[config.mk]
export PLATFORM = sky130hd
export DESIGN_NAME = fdc_top
export DESIGN_NICKNAME = d
export VERILOG_FILES = /design/src/fdc_pkg.sv /design/src/fdc_arb.sv /design/src/fdc_top.sv
export SDC_FILE = /design/constraint.sdc
export NUM_CORES = 1
export LEC_CHECK = 0
export BUFFER_PORTS_ARGS = -buffer_cell sky130_fd_sc_hd__buf_2
export CORE_UTILIZATION = 55
export DETAILED_ROUTE_END_ITERATION = 16
export PLACE_DENSITY = 0.79
export SYNTH_ARGS = -nofsm -noshare
export SYNTH_HDL_FRONTEND = slang
export SYNTH_SLANG_ARGS = --single-unit
export TNS_END_PERCENT = 5
[constraint.sdc]
create_clock -name CLK -period 15.1 [get_ports CLK]
set_input_delay 3.775 -clock CLK [delete_from_list [all_inputs] [get_ports CLK]]
set_output_delay 3.775 -clock CLK [all_outputs]
set_load 0.1 [all_outputs]
[src/fdc_pkg.sv]
// Constants and types for the four-channel transfer controller.
// Assumes a single 100 MHz clock and synchronous active-high reset.
// Contract
// RL1: Four channels, separate request and grant.
// RL2: Unmasked request asks host for bus.
// RL3: Raise bus request on valid request.
// RL4: On grant, acknowledge highest-priority channel only.
// RL5: Low address byte on address pins.
// RL6: Upper byte on data pins when changed.
// RL7: Strobes only after address presented.
// RL8: IO read pulses, floats cascade, idle input.
// RL9: IO write pulses, floats cascade, idle input.
// RL10: Memory read pulses, floats otherwise.
// RL11: Memory write pulses, floats otherwise.
// RL12: Ready low stretches transfer, strobes held.
// RL13: Host keeps ready stable near edge.
// RL14: Chip select ignored while grant high.
// RL15: Host waits a clock before granting.
// RL16: Latch pulse high with upper byte only.
// RL17: Address enable high while outputs valid.
// RL18: Host drives chip select low for access.
// RL19: Reset returns controller to initial state.
// RL20: Per channel enable, autoinit, direction.
// RL21: Request and grant polarity programmable.
// RL22: Done line reports end, external forces end.
// RL23: Four states per word, three skipping.
// RL24: Reset: requests high-active, grants low-active.
// RL25: Count exhaustion pulses done line low.
// RL26: Fixed priority, channel 0 highest.
// RL27: Everything sequenced from master clock.
package fdc_pkg;
  localparam int NUM_CH = 4;
  localparam int AW     = 16;
  localparam int CW     = 16;
  // Transfer types
  localparam logic [1:0] XFER_VERIFY = 2'h0;
  localparam logic [1:0] XFER_WRITE  = 2'h1;
  localparam logic [1:0] XFER_READ   = 2'h2;
  // Reset polarities: requests active high, grants active low
  localparam logic REQ_POL_RESET = 1'h1;
  localparam logic ACK_POL_RESET = 1'h0;
  // Least cycles between bus request rise and grant rise
  localparam int HOLD_GAP_NS  = 10;
  localparam int CLK_NS       = 10;
  localparam int HOLD_GAP_CYC = (HOLD_GAP_NS + CLK_NS - 1) / CLK_NS;

  typedef enum logic [2:0]
  {
    ST_IDLE = 3'b000,
    ST_S0   = 3'b001,
    ST_S1   = 3'b010,
    ST_S2   = 3'b011,
    ST_S3   = 3'b100,
    ST_S4   = 3'b101
  } fdc_state_t;
endpackage

[src/fdc_arb.sv]
// Fixed-priority grant picker for the four request lines.
// Assumes requests already polarity-corrected and masked.
`timescale 1ns/1ns
`default_nettype none
module fdc_arb
  import fdc_pkg::*;
(
  // Clock and reset
  input  wire logic              clk,
  input  wire logic              reset,
  // Requests and choice
  input  wire logic [NUM_CH-1:0] req,
  output logic      [NUM_CH-1:0] pick_q
);
  logic [NUM_CH-1:0] pick_d;

  // RL26 lowest index wins
  always_comb
  begin
    pick_d = '0;
    for (int i = NUM_CH - 1; i >= 0; i--)
    begin
      if (req[i])
      begin
        pick_d = '0;
        pick_d[i] = 1'b1;
      end
    end
  end

  always_ff @(posedge clk)
  begin
    if (reset)
      pick_q <= '0;
    else
      pick_q <= pick_d;
  end
endmodule
`default_nettype wire

[src/fdc_top.sv]
// Four-channel transfer controller bus sequencer.
// Assumes synchronous inputs, one clock, host grants the bus on request.
`timescale 1ns/1ns
`default_nettype none
module fdc_top
  import fdc_pkg::*;
(
  // Clock and reset
  input  wire logic              CLK,
  input  wire logic              RESET,
  // Configuration
  input  wire logic [NUM_CH-1:0] CH_ENABLE,
  input  wire logic [NUM_CH-1:0] CH_AUTOINIT,
  input  wire logic [NUM_CH-1:0] CH_DECREMENT,
  input  wire logic [NUM_CH-1:0] CH_CASCADE,
  input  wire logic [2*NUM_CH-1:0] CH_XFER_TYPE,
  input  wire logic [NUM_CH*AW-1:0] CH_BASE_ADDR,
  input  wire logic [NUM_CH*CW-1:0] CH_BASE_COUNT,
  input  wire logic              LOAD_CH,
  input  wire logic              SET_POLARITY,
  input  wire logic              REQ_ACTIVE_LOW,
  input  wire logic              ACK_ACTIVE_HIGH,
  // Peripheral handshake
  input  wire logic [NUM_CH-1:0] CHANNEL_REQUEST,
  output logic      [NUM_CH-1:0] CHANNEL_GRANT,
  // Host hold handshake
  output logic                   BUS_REQUEST_OUT,
  input  wire logic              BUS_GRANT_IN,
  input  wire logic              READY,
  input  wire logic              CS_N,
  // Address and latch
  output logic      [7:0]        LOW_ADDR_PINS_O,
  output logic                   LOW_ADDR_PINS_OE,
  output logic      [7:0]        DATA_PINS_O,
  output logic                   DATA_PINS_OE,
  output logic                   UPPER_ADDR_LATCH_PULSE,
  output logic                   ADDR_DRIVE_VALID,
  // Strobes, active low
  input  wire logic              IO_READ_STROBE_N_I,
  output logic                   IO_READ_STROBE_N_O,
  output logic                   IO_READ_STROBE_OE,
  input  wire logic              IO_WRITE_STROBE_N_I,
  output logic                   IO_WRITE_STROBE_N_O,
  output logic                   IO_WRITE_STROBE_OE,
  output logic                   MEMORY_READ_STROBE_N_O,
  output logic                   MEMORY_READ_STROBE_OE,
  output logic                   MEMORY_WRITE_STROBE_N_O,
  output logic                   MEMORY_WRITE_STROBE_OE,
  // Done line, open drain
  input  wire logic              TRANSFER_DONE_LINE_N_I,
  output logic                   TRANSFER_DONE_LINE_OE,
  // Register access seen by host
  output logic                   REG_READ_SEL,
  output logic                   REG_WRITE_SEL,
  output logic [NUM_CH-1:0]      CH_TC_SEEN
);
  import fdc_pkg::*;

  fdc_state_t state_q, state_d;
  logic [NUM_CH-1:0] mask_q, mask_d, act_q, act_d, tc_q, tc_d;
  logic [AW-1:0] addr_q [NUM_CH];
  logic [AW-1:0] addr_d [NUM_CH];
  logic [CW-1:0] cnt_q [NUM_CH];
  logic [CW-1:0] cnt_d [NUM_CH];
  logic req_pol_q, req_pol_d, ack_pol_q, ack_pol_d;
  logic [7:0] hi_q, hi_d;
  logic hi_valid_q, hi_valid_d;
  logic [NUM_CH-1:0] req_eff, pick;
  logic [NUM_CH-1:0] grant_d;
  logic [1:0] ch_d, ch_q;
  logic [1:0] gap_q, gap_d;
  logic brq_d, aen_d, stb_d, ior_d, iow_d, mr_d, mw_d, ior_oe_d, iow_oe_d;
  logic mr_oe_d, mw_oe_d, a_oe_d, db_oe_d, eop_d, rsel_d, wsel_d;
  logic [7:0] a_d, db_d;
  logic [1:0] xt;
  logic casc, last, ext_end, stretch;
  logic [AW-1:0] next_addr;

  function automatic logic [1:0] enc(input logic [NUM_CH-1:0] one);
    enc = one[1] ? 2'h1 : one[2] ? 2'h2 : one[3] ? 2'h3 : 2'h0;
  endfunction

  // RL21 polarity-corrected requests, RL2 masking
  assign req_eff = (CHANNEL_REQUEST ^ {NUM_CH{~req_pol_q}}) & CH_ENABLE & ~mask_q;

  // RL1 RL4 priority pick
  fdc_arb u_arb
  (
    .clk    (CLK),
    .reset  (RESET),
    .req    (req_eff),
    .pick_q (pick)
  );

  assign xt = CH_XFER_TYPE[2*ch_q +: 2];
  assign casc = CH_CASCADE[ch_q];
  assign last = cnt_q[ch_q] == '0;
  assign ext_end = ~TRANSFER_DONE_LINE_N_I & ~casc;
  assign stretch = ~READY & (xt != XFER_VERIFY) & ~casc;
  assign next_addr = CH_DECREMENT[ch_q] ? addr_q[ch_q] - 1'b1 : addr_q[ch_q] + 1'b1;

  always_comb
  begin
    state_d = state_q;
    mask_d = mask_q;
    act_d = act_q;
    tc_d = tc_q;
    addr_d = addr_q;
    cnt_d = cnt_q;
    req_pol_d = req_pol_q;
    ack_pol_d = ack_pol_q;
    hi_d = hi_q;
    hi_valid_d = hi_valid_q;
    ch_d = ch_q;
    gap_d = gap_q;
    // RL20 load base values per channel
    if (LOAD_CH && state_q == ST_IDLE)
    begin
      for (int i = 0; i < NUM_CH; i++)
      begin
        addr_d[i] = CH_BASE_ADDR[i*AW +: AW];
        cnt_d[i] = CH_BASE_COUNT[i*CW +: CW];
      end
      mask_d = '0;
      tc_d = '0;
    end
    // RL21 polarity update
    if (SET_POLARITY && state_q == ST_IDLE)
    begin
      req_pol_d = ~REQ_ACTIVE_LOW;
      ack_pol_d = ACK_ACTIVE_HIGH;
    end
    case (state_q)
      ST_IDLE:
      begin
        // RL3 request bus
        if (|req_eff)
        begin
          state_d = ST_S0;
          gap_d = '0;
        end
      end
      ST_S0:
      begin
        if (gap_q != 2'h3)
          gap_d = gap_q + 2'h1;
        if (BUS_GRANT_IN)
        begin
          ch_d = enc(pick);
          act_d = pick;
          hi_valid_d = 1'b0;
          state_d = (|pick) ? ST_S1 : ST_IDLE;
        end
      end
      ST_S1:
      begin
        hi_d = addr_q[ch_q][AW-1:8];
        hi_valid_d = 1'b1;
        state_d = casc ? ST_S1 : ST_S2;
        if (casc && !req_eff[ch_q])
        begin
          act_d = '0;
          state_d = ST_IDLE;
        end
      end
      ST_S2:
        state_d = ST_S3;
      ST_S3:
      begin
        // RL12 wait while not ready
        if (!stretch)
          state_d = ST_S4;
      end
      ST_S4:
      begin
        addr_d[ch_q] = next_addr;
        cnt_d[ch_q] = cnt_q[ch_q] - 1'b1;
        act_d = '0;
        state_d = ST_IDLE;
        // RL22 RL25 terminal count or forced end
        if (last || ext_end)
        begin
          tc_d[ch_q] = 1'b1;
          if (CH_AUTOINIT[ch_q])
          begin
            addr_d[ch_q] = CH_BASE_ADDR[ch_q*AW +: AW];
            cnt_d[ch_q] = CH_BASE_COUNT[ch_q*CW +: CW];
          end
          else
            mask_d[ch_q] = 1'b1;
        end
        else if (req_eff[ch_q])
        begin
          // RL23 skip S1 when upper byte unchanged
          act_d = act_q;
          state_d = (next_addr[AW-1:8] == hi_q) ? ST_S2 : ST_S1;
        end
      end
      default:
        state_d = ST_IDLE;
    endcase
  end

  // Output next values
  always_comb
  begin
    grant_d = {NUM_CH{~ack_pol_d}};
    brq_d = state_d != ST_IDLE;
    aen_d = state_d inside {ST_S1, ST_S2, ST_S3, ST_S4} && !CH_CASCADE[ch_d];
    stb_d = state_d == ST_S1 && !CH_CASCADE[ch_d];
    a_oe_d = aen_d;
    db_oe_d = stb_d;
    a_d = addr_d[ch_d][7:0];
    db_d = addr_d[ch_d][AW-1:8];
    ior_d = 1'b1;
    iow_d = 1'b1;
    mr_d = 1'b1;
    mw_d = 1'b1;
    // RL8 RL9 RL10 RL11 drive only in non-cascade transfers
    ior_oe_d = aen_d;
    iow_oe_d = aen_d;
    mr_oe_d = aen_d;
    mw_oe_d = aen_d;
    eop_d = state_q == ST_S4 && state_d != ST_S2 && state_d != ST_S1 && last && !casc;
    // RL14 chip select masked while granted
    rsel_d = !CS_N && !BUS_GRANT_IN && !IO_READ_STROBE_N_I && state_q == ST_IDLE;
    wsel_d = !CS_N && !BUS_GRANT_IN && !IO_WRITE_STROBE_N_I && state_q == ST_IDLE;
    for (int i = 0; i < NUM_CH; i++)
      if (act_d[i])
        grant_d[i] = ack_pol_d;
    // RL7 strobes follow address states
    if (state_d inside {ST_S2, ST_S3} || (state_d == ST_S4 && state_q == ST_S3))
    begin
      if (CH_XFER_TYPE[2*ch_d +: 2] == XFER_READ)
      begin
        mr_d = 1'b0;
        iow_d = state_d == ST_S2;
      end
      else if (CH_XFER_TYPE[2*ch_d +: 2] == XFER_WRITE)
      begin
        ior_d = 1'b0;
        mw_d = state_d == ST_S2;
      end
    end
  end

  always_ff @(posedge CLK)
  begin
    // RL19 RL24 RL27 synchronous reset to idle
    if (RESET)
    begin
      state_q <= ST_IDLE;
      mask_q <= '0;
      act_q <= '0;
      tc_q <= '0;
      req_pol_q <= REQ_POL_RESET;
      ack_pol_q <= ACK_POL_RESET;
      hi_q <= '0;
      hi_valid_q <= 1'b0;
      ch_q <= '0;
      gap_q <= '0;
      for (int i = 0; i < NUM_CH; i++)
      begin
        addr_q[i] <= '0;
        cnt_q[i] <= '0;
      end
      CHANNEL_GRANT <= {NUM_CH{~ACK_POL_RESET}};
      BUS_REQUEST_OUT <= 1'b0;
      ADDR_DRIVE_VALID <= 1'b0;
      UPPER_ADDR_LATCH_PULSE <= 1'b0;
      LOW_ADDR_PINS_O <= '0;
      LOW_ADDR_PINS_OE <= 1'b0;
      DATA_PINS_O <= '0;
      DATA_PINS_OE <= 1'b0;
      IO_READ_STROBE_N_O <= 1'b1;
      IO_READ_STROBE_OE <= 1'b0;
      IO_WRITE_STROBE_N_O <= 1'b1;
      IO_WRITE_STROBE_OE <= 1'b0;
      MEMORY_READ_STROBE_N_O <= 1'b1;
      MEMORY_READ_STROBE_OE <= 1'b0;
      MEMORY_WRITE_STROBE_N_O <= 1'b1;
      MEMORY_WRITE_STROBE_OE <= 1'b0;
      TRANSFER_DONE_LINE_OE <= 1'b0;
      REG_READ_SEL <= 1'b0;
      REG_WRITE_SEL <= 1'b0;
      CH_TC_SEEN <= '0;
    end
    else
    begin
      state_q <= state_d;
      mask_q <= mask_d;
      act_q <= act_d;
      tc_q <= tc_d;
      req_pol_q <= req_pol_d;
      ack_pol_q <= ack_pol_d;
      hi_q <= hi_d;
      hi_valid_q <= hi_valid_d;
      ch_q <= ch_d;
      gap_q <= gap_d;
      addr_q <= addr_d;
      cnt_q <= cnt_d;
      CHANNEL_GRANT <= grant_d;
      BUS_REQUEST_OUT <= brq_d;
      // RL17 address enable with valid outputs
      ADDR_DRIVE_VALID <= aen_d;
      // RL6 RL16 upper byte latch pulse
      UPPER_ADDR_LATCH_PULSE <= stb_d;
      // RL5 low byte on address pins
      LOW_ADDR_PINS_O <= a_d;
      LOW_ADDR_PINS_OE <= a_oe_d;
      DATA_PINS_O <= db_d;
      DATA_PINS_OE <= db_oe_d;
      IO_READ_STROBE_N_O <= ior_d;
      IO_READ_STROBE_OE <= ior_oe_d;
      IO_WRITE_STROBE_N_O <= iow_d;
      IO_WRITE_STROBE_OE <= iow_oe_d;
      MEMORY_READ_STROBE_N_O <= mr_d;
      MEMORY_READ_STROBE_OE <= mr_oe_d;
      MEMORY_WRITE_STROBE_N_O <= mw_d;
      MEMORY_WRITE_STROBE_OE <= mw_oe_d;
      TRANSFER_DONE_LINE_OE <= eop_d;
      REG_READ_SEL <= rsel_d;
      REG_WRITE_SEL <= wsel_d;
      CH_TC_SEEN <= tc_d;
    end
  end
endmodule
`default_nettype wire

==> impl_results.md, run 1 <==
* Max-cap viol count at 0
* Final ANT Viol Nets at 0
* Worst Clk Skew at 0.0110 ns
* Asr flop ratio synth at 0%
* Reg clk slew, reported paths at 0.08 ns
* Post-synth top area cell: dfxtp_1
* Resized cells post-CTS at 0
* Row cnt at 53
* Total via count in the routed design at 11700
* Multi-input logic area at 7490 µm²
* WS Path Type: in -> reg
* CP Max Fanout at 16
* CTS tree: yes
* CTS Hold Buffers Added at 0
* Die W at 149 µm
* Final RePlAce weighted congestion at 0.945
* Mapped Avg Cell Area at 8.52 µm²
* Worst setup EP type: flip-flop
* Outcome: finished, final reports clean
* Post-layout util at 63.9%
* Pin count of the biggest net entering global routing at 92
* Syn nets at 1581
* Yosys cell types at 79
* Initial Util at 56.4%
* Syn Inst Count at 1397
* Vias in the first global route at 11500
* Layout cells sized above 1 at 23.3%
* All-Layer GR Usage at 34.6%
* Worst endpoint data arrival time at 7.43 ns
* Startpoint types: primary input
* Post-synthesis sequential area ratio at 31.8%
* Synth area leaders: dfxtp_1 32%, mux4_2 10%, nand2_1 8.2%
* First-pass GRT wire length at 59.9 mm
* Longest Clk Path Bufs at 2
* Count of input and output buffers at 207
* Layout Area Growth over Synthesis at 13.2%
* FILL cells at 1843
* Number of remaining DRC errors at 0
* CTS Buf Count at 17
* Postcts setup bufs at 0
* Die height at 149 µm
* Detailed-placement wirelength estimate at 25.6 mm
* Drt total wl at 37.9 mm
* Synthesized cell area at 11900 µm²
* H-tree Lvls at 4
* Remaining Overflow, GRT at 0
* Total power at 1.65 mW
* Clk Latency, worst-skew pair at 0.45 ns
* Final hold vios at 0
* Register bit total from synthesis at 189
* Final non-filler cell total at 1814
* DR vias/cell at 6.46
* Core area at 21100 µm²
* Max-slew violation count at 0
* TNS Setup at 0 ns
* Power per Cell Area at 122 nW/µm²
* WL/cell at 20.9 µm
* Slew headroom at 18.2%
* Max Freq at 0.141 GHz
* Final setup violating endpoints at 0
* Final net count at 1705
* Post-route minimum period at 7.11 ns
* Leak at 5.24 nW
* Post-synth EDFFs at 0
* Die area at 22200 µm²
* Unrepaired setup endpoints after global routing: no
* CTS Root Cell: clkbuf_16
* Area share of the largest cell type after synthesis at 31.8%
* Top FF cell, synth: dfxtp_1
* Sequential cell area at 3790 µm²
* Iteration-0 DRC Markers at 1344
* Placed cell count at 1777
* Initial antenna violation count at 8
* Worst hold-check path type: reg -> reg
* IO Count at 208
* Pre-antenna DRT Iters at 7
* Actual slew at the worst max-slew pin at 1.22 ns
* Fin crit share at 47.1%
* Worst Path Required at 15.42 ns
* Synth Warn # at 0
* TritonCTS sink count at 189
* Max VDD drop at 0.0000838 V
-- kinds of logic after synthesis --
group / Yosys count / share of synthesized area [%]
buffers and inverters: 132 / 5.48
adders and majority gates: 16 / 1.75
xor gates and xnor gates: 41 / 3.20
AOI/OAI and AO/OA: 337 / 19.4
muxes: 125 / 17.4
DFF: 189 / 31.8
and+or+nand+nor: 557 / 21.0
-- worst max-delay path, stage by stage --
cell	delay (ns)
buf_2	0.10
mux4_2	0.69
ha_1	0.51
a21oi_1	0.23
o21ai_0	0.21
nor2b_1	0.19
nor3_1	0.28
xor2_1	0.35
xnor2_1	0.09
or4_1	0.61
a21boi_0	0.26
o21ai_0	0.10
-- final cells by class --
type | instances | area share (%)
Sequential cell | 189 | 28.1
Antenna cell | 5 | 0.0929
Inverter | 12 | 0.334
Clock buffer | 18 | 3.26
Clock inverter | 14 | 1.27
Timing Repair Buffer | 225 | 8.71
Tap cell | 275 | 2.55
Multi-Input combinational cell | 1076 | 55.6
-- per-layer routing --
metal / vias up / part of all wire (%) / global-route usage [%]
met5: - / 0.034 / 0
met4: 2 / 3.6 / 17.0
met3: 115 / 9.7 / 6.12
met2: 676 / 46 / 55.0
met1: 5549 / 40 / 45.3
li1: 5370 / - / -
-- cell usage in the layout, fill, tap and decap left out, types with 15 or more instances in the layout --
master	n
and2_1	18
dfxtp_1	187
xor2_1	23
a221oi_1	16
buf_2	206
ha_1	15
mux2i_1	50
nor2_1	134
a211oi_1	80
nor3_1	21
xnor2_1	16
mux4_2	55
o21ai_0	26
a21oi_1	94
buf_4	19
nand2_1	260
and3_1	55
clkbuf_16	17
-- worst paths after layout --
kind                                       from                endpoint  slack [ns]  depth (start not counted)
worst max-delay path            CH_DECREMENT[2]  MEMORY_READ_STROBE_N_O        7.99                         12
worst min-delay path                  mask_q[1]               mask_q[1]        0.47                          2
worst max register to register          ch_q[0]          DATA_PINS_O[4]        9.59                         12
worst min register to register        mask_q[1]               mask_q[1]        0.47                          2
-- cells in the mapped netlist, types with 6 or more instances --
| library cell | number |
|---|---|
| a211oi_1 | 80 |
| a21o_1 | 6 |
| a21oi_1 | 95 |
| a221oi_1 | 16 |
| a22oi_1 | 11 |
| a311oi_1 | 9 |
| and2_1 | 19 |
| and3_1 | 56 |
| buf_1 | 11 |
| buf_2 | 10 |
| buf_4 | 18 |
| clkbuf_1 | 73 |
| dfxtp_1 | 189 |
| ha_1 | 15 |
| inv_1 | 11 |
| mux2_2 | 13 |
| mux2i_1 | 50 |
| mux4_1 | 7 |
| mux4_2 | 55 |
| nand2_1 | 261 |
| nand2b_1 | 6 |
| nand3_1 | 12 |
| nor2_1 | 136 |
| nor2b_1 | 10 |
| nor3_1 | 21 |
| nor3b_1 | 8 |
| o211ai_1 | 6 |
| o21ai_0 | 26 |
| o21ai_1 | 9 |
| o22ai_1 | 10 |
| o31ai_1 | 6 |
| or3_1 | 7 |
| xnor2_1 | 16 |
| xor2_1 | 23 |
-- through the flow --
stage / cell area, µm² / hold WS, ns / setup WS [ns]
CTS: 13500 / 0.466 / 8.07
finish: 13500 / 0.469 / 7.99
global placement: 12800 / 0.443 / 7.69
global route: 13500 / 0.475 / 7.79
detailed placement: 12800 / 0.455 / 7.62
floorplan: 11900 / 0.437 / 8.18
-- power breakdown --
part / switching [mW] / internal [mW]
clock network: 0.219 / 0.256
registers: 0.0302 / 0.542
logic: 0.391 / 0.211
total: 0.640 / 1.01
-- flip-flops by register name (all words and copies together), names as in the netlist, 2 cells and up --
register and cells:
CHANNEL_GRANT 4, DATA_PINS_O 8, LOW_ADDR_PINS_O 8, act_q 4, addr_q 64, ch_q 2, cnt_q 64, hi_q 8
mask_q 4, state_q 3, tc_q 4, u_arb.pick_q 4
Power figures use the tool's default switching activity.
==> inputs of run 2 (changes only) <==
- clock period: 15.1 -> 7 ns (I/O delays scaled with it)
==> impl_results.md, run 2 (synthesized netlist as in run 1, its figures left out) <==
* First-pass GRT wire length at 59.5 mm (-0.74%)
* Initial antenna violation count at 7 (-1)
* Actual slew at the worst max-slew pin at 1.11 ns (-0.111 ns)
* Row cnt at 53 (unchanged)
* Drt total wl at 37.5 mm (-1.0%)
* Worst Setup Slack, final at 1.99 ns (-6.00 ns)
* Commonest non-fill, non-tap cells in the layout: 260 x nand2_1, 206 x buf_2, 187 x dfxtp_1, 134 x nor2_1, 94 x a21oi_1
* Final hold vios at 0 (unchanged)
* Longest Clk Path Bufs at 2 (unchanged)
* Max-cap viol count at 0 (unchanged)
* TNS Setup at 0 ns (unchanged)
* Final setup violating endpoints at 0 (unchanged)
* R2R Path Start: ch_q[1]
* Max-slew violation count at 0 (unchanged)
* IO Count at 208 (unchanged)
* Slew headroom at 26.2% (+8.0 points)
* Core area at 21100 µm² (unchanged)
* Reg clk slew, reported paths at 0.08 ns (about the same)
* Final ANT Viol Nets at 0 (unchanged)
* FILL cells at 1811 (-1.7%)
* Layout Area Growth over Synthesis at 13.6%
* Power per Cell Area at 268 nW/µm² (+120%)
* Worst setup EP type: flip-flop
* Resized cells post-CTS at 0 (unchanged)
* CTS Buf Count at 17 (unchanged)
* Reg2reg path depth at 13 (+1)
* Max VDD drop at 0.000187 V (+120%)
* WL/cell at 20.7 µm (-1.1%)
* CTS tree: yes
* RR Endpoint: UPPER_ADDR_LATCH_PULSE
* Leak at 5.28 nW (+0.63%)
* Hold path depth at 2 (unchanged)
* Number of remaining DRC errors at 0 (unchanged)
* Total via count in the routed design at 11700 (-0.35%)
* Max Freq at 0.200 GHz
* Die area at 22200 µm² (unchanged)
* Remaining Overflow, GRT at 0 (unchanged)
* Fin crit share at 71.5%
* CTS Hold Buffers Added at 0 (unchanged)
* Clk Latency, worst-skew pair at 0.45 ns (about the same)
* Sequential cell area at 3790 µm² (unchanged)
* WHS Endpoint: mask_q[2]
* Initial Util at 56.4% (unchanged)
* CP Max Fanout at 16 (unchanged)
* All-Layer GR Usage at 34.3% (-0.27 points)
* Hold Crit Start: mask_q[2]
* Final RePlAce weighted congestion at 0.937 (-0.85%)
* Die W at 149 µm (unchanged)
* Pin count of the biggest net entering global routing at 97 (+5.4%)
* Startpoint types: primary input
* Unrepaired setup endpoints after global routing: no
* CTS Root Cell: clkbuf_16
* DP Worst Slack at 1.57 ns (-6.05 ns)
* Layout cells sized above 1 at 23.4% (+0.10 points)
* Worst hold-check path type: reg -> reg
* WS Path Type: in -> reg
* Worst Path Required at 7.34 ns (-8.08 ns)
* Post-route minimum period at 5.01 ns
* Pre-antenna DRT Iters at 7 (unchanged)
* DR vias/cell at 6.43 (-0.46%)
* Postcts setup bufs at 0 (unchanged)
* Count of input and output buffers at 207 (unchanged)
* Worst Clk Skew at 0.00987 ns (-0.00117 ns)
* Reg2Reg Setup Slack at 2.22 ns (-7.37 ns)
* Post-layout util at 64.1% (+0.26 points)
* Detailed-placement wirelength estimate at 25.3 mm (-1.3%)
* H-tree Lvls at 4 (unchanged)
* Vias in the first global route at 11400 (-1.2%)
* Iteration-0 DRC Markers at 1019 (-24%)
* Die height at 149 µm (unchanged)
* TritonCTS sink count at 189 (unchanged)
* Most common cell after layout, fill and taps aside: nand2_1
* Worst endpoint data arrival time at 5.35 ns (-2.08 ns)
* Top flop regs: addr_q: 64 flops, cnt_q: 64 flops
* Outcome: finished, final reports clean
* Multi-input logic area at 7490 µm² (unchanged)
* Final net count at 1707 (+0.12%)
* WHS at 0.463 ns (-0.00577 ns)
* Total power at 3.63 mW (+120%)
-- run 2: worst max-delay path by stage --
| stage | cells after the start | start | end | slack, ns |
|---|---|---|---|---|
| 2_1_floorplan | 19 | ch_q[0] | UPPER_ADDR_LATCH_PULSE | 2.03 |
| 3_3_place_gp | 12 | CH_DECREMENT[3] | UPPER_ADDR_LATCH_PULSE | 1.59 |
| 3_5_place_dp | 12 | CH_DECREMENT[3] | UPPER_ADDR_LATCH_PULSE | 1.57 |
| 4_1_cts | 12 | CH_DECREMENT[3] | UPPER_ADDR_LATCH_PULSE | 2.03 |
| 5_1_grt | 12 | CH_DECREMENT[3] | IO_READ_STROBE_N_O | 1.73 |
| 6_report | 12 | CH_DECREMENT[3] | UPPER_ADDR_LATCH_PULSE | 1.99 |
-- run 2: final cells by class --
| type | count | share of cell area [%] |
|---|---|---|
| antenna | 5 | 0.0925 |
| clock buffer | 17 | 3.15 |
| clock inverter | 15 | 1.66 |
| inverter | 12 | 0.333 |
| multi-input combinational | 1076 | 55.4 |
| sequential | 189 | 28.0 |
| tap | 275 | 2.54 |
| timing repair buffer | 227 | 8.79 |
-- run 2: stage by stage --
stage / cells / area [µm²]
final: 1816 / 13500
after global routing: 1814 / 13500
after CTS: 1811 / 13500
after detailed placement: 1779 / 12900
after global placement: 1779 / 12900
after floorplan: 1397 / 11900
-- run 2: power by group --
part / internal (mW) / switching (mW)
registers: 1.17 / 0.0627
clock network: 0.614 / 0.485
logic: 0.457 / 0.838
-- run 2: routing by layer --
metal  global-route usage, %  share of wire, %  vias to the layer above  wire length [µm]
met2                    54.7                46                      677             17100
met1                    44.5                40                     5484             15100
met5                       0             0.072                        -                27
li1                        -                 -                     5376                 -
met3                    7.09                10                      130              3780
met4                    16.1               3.9                        4              1480
-- run 2: worst max-delay path: stages --
cell     delay (ns)
buf_2          0.09
mux4_2         0.70
ha_1           0.51
a21oi_1        0.23
o21ai_0        0.20
nor2b_1        0.18
nor3_1         0.25
xor2_1         0.36
xnor2_1        0.10
or4_1          0.61
and2_1         0.19
and3b_1        0.16
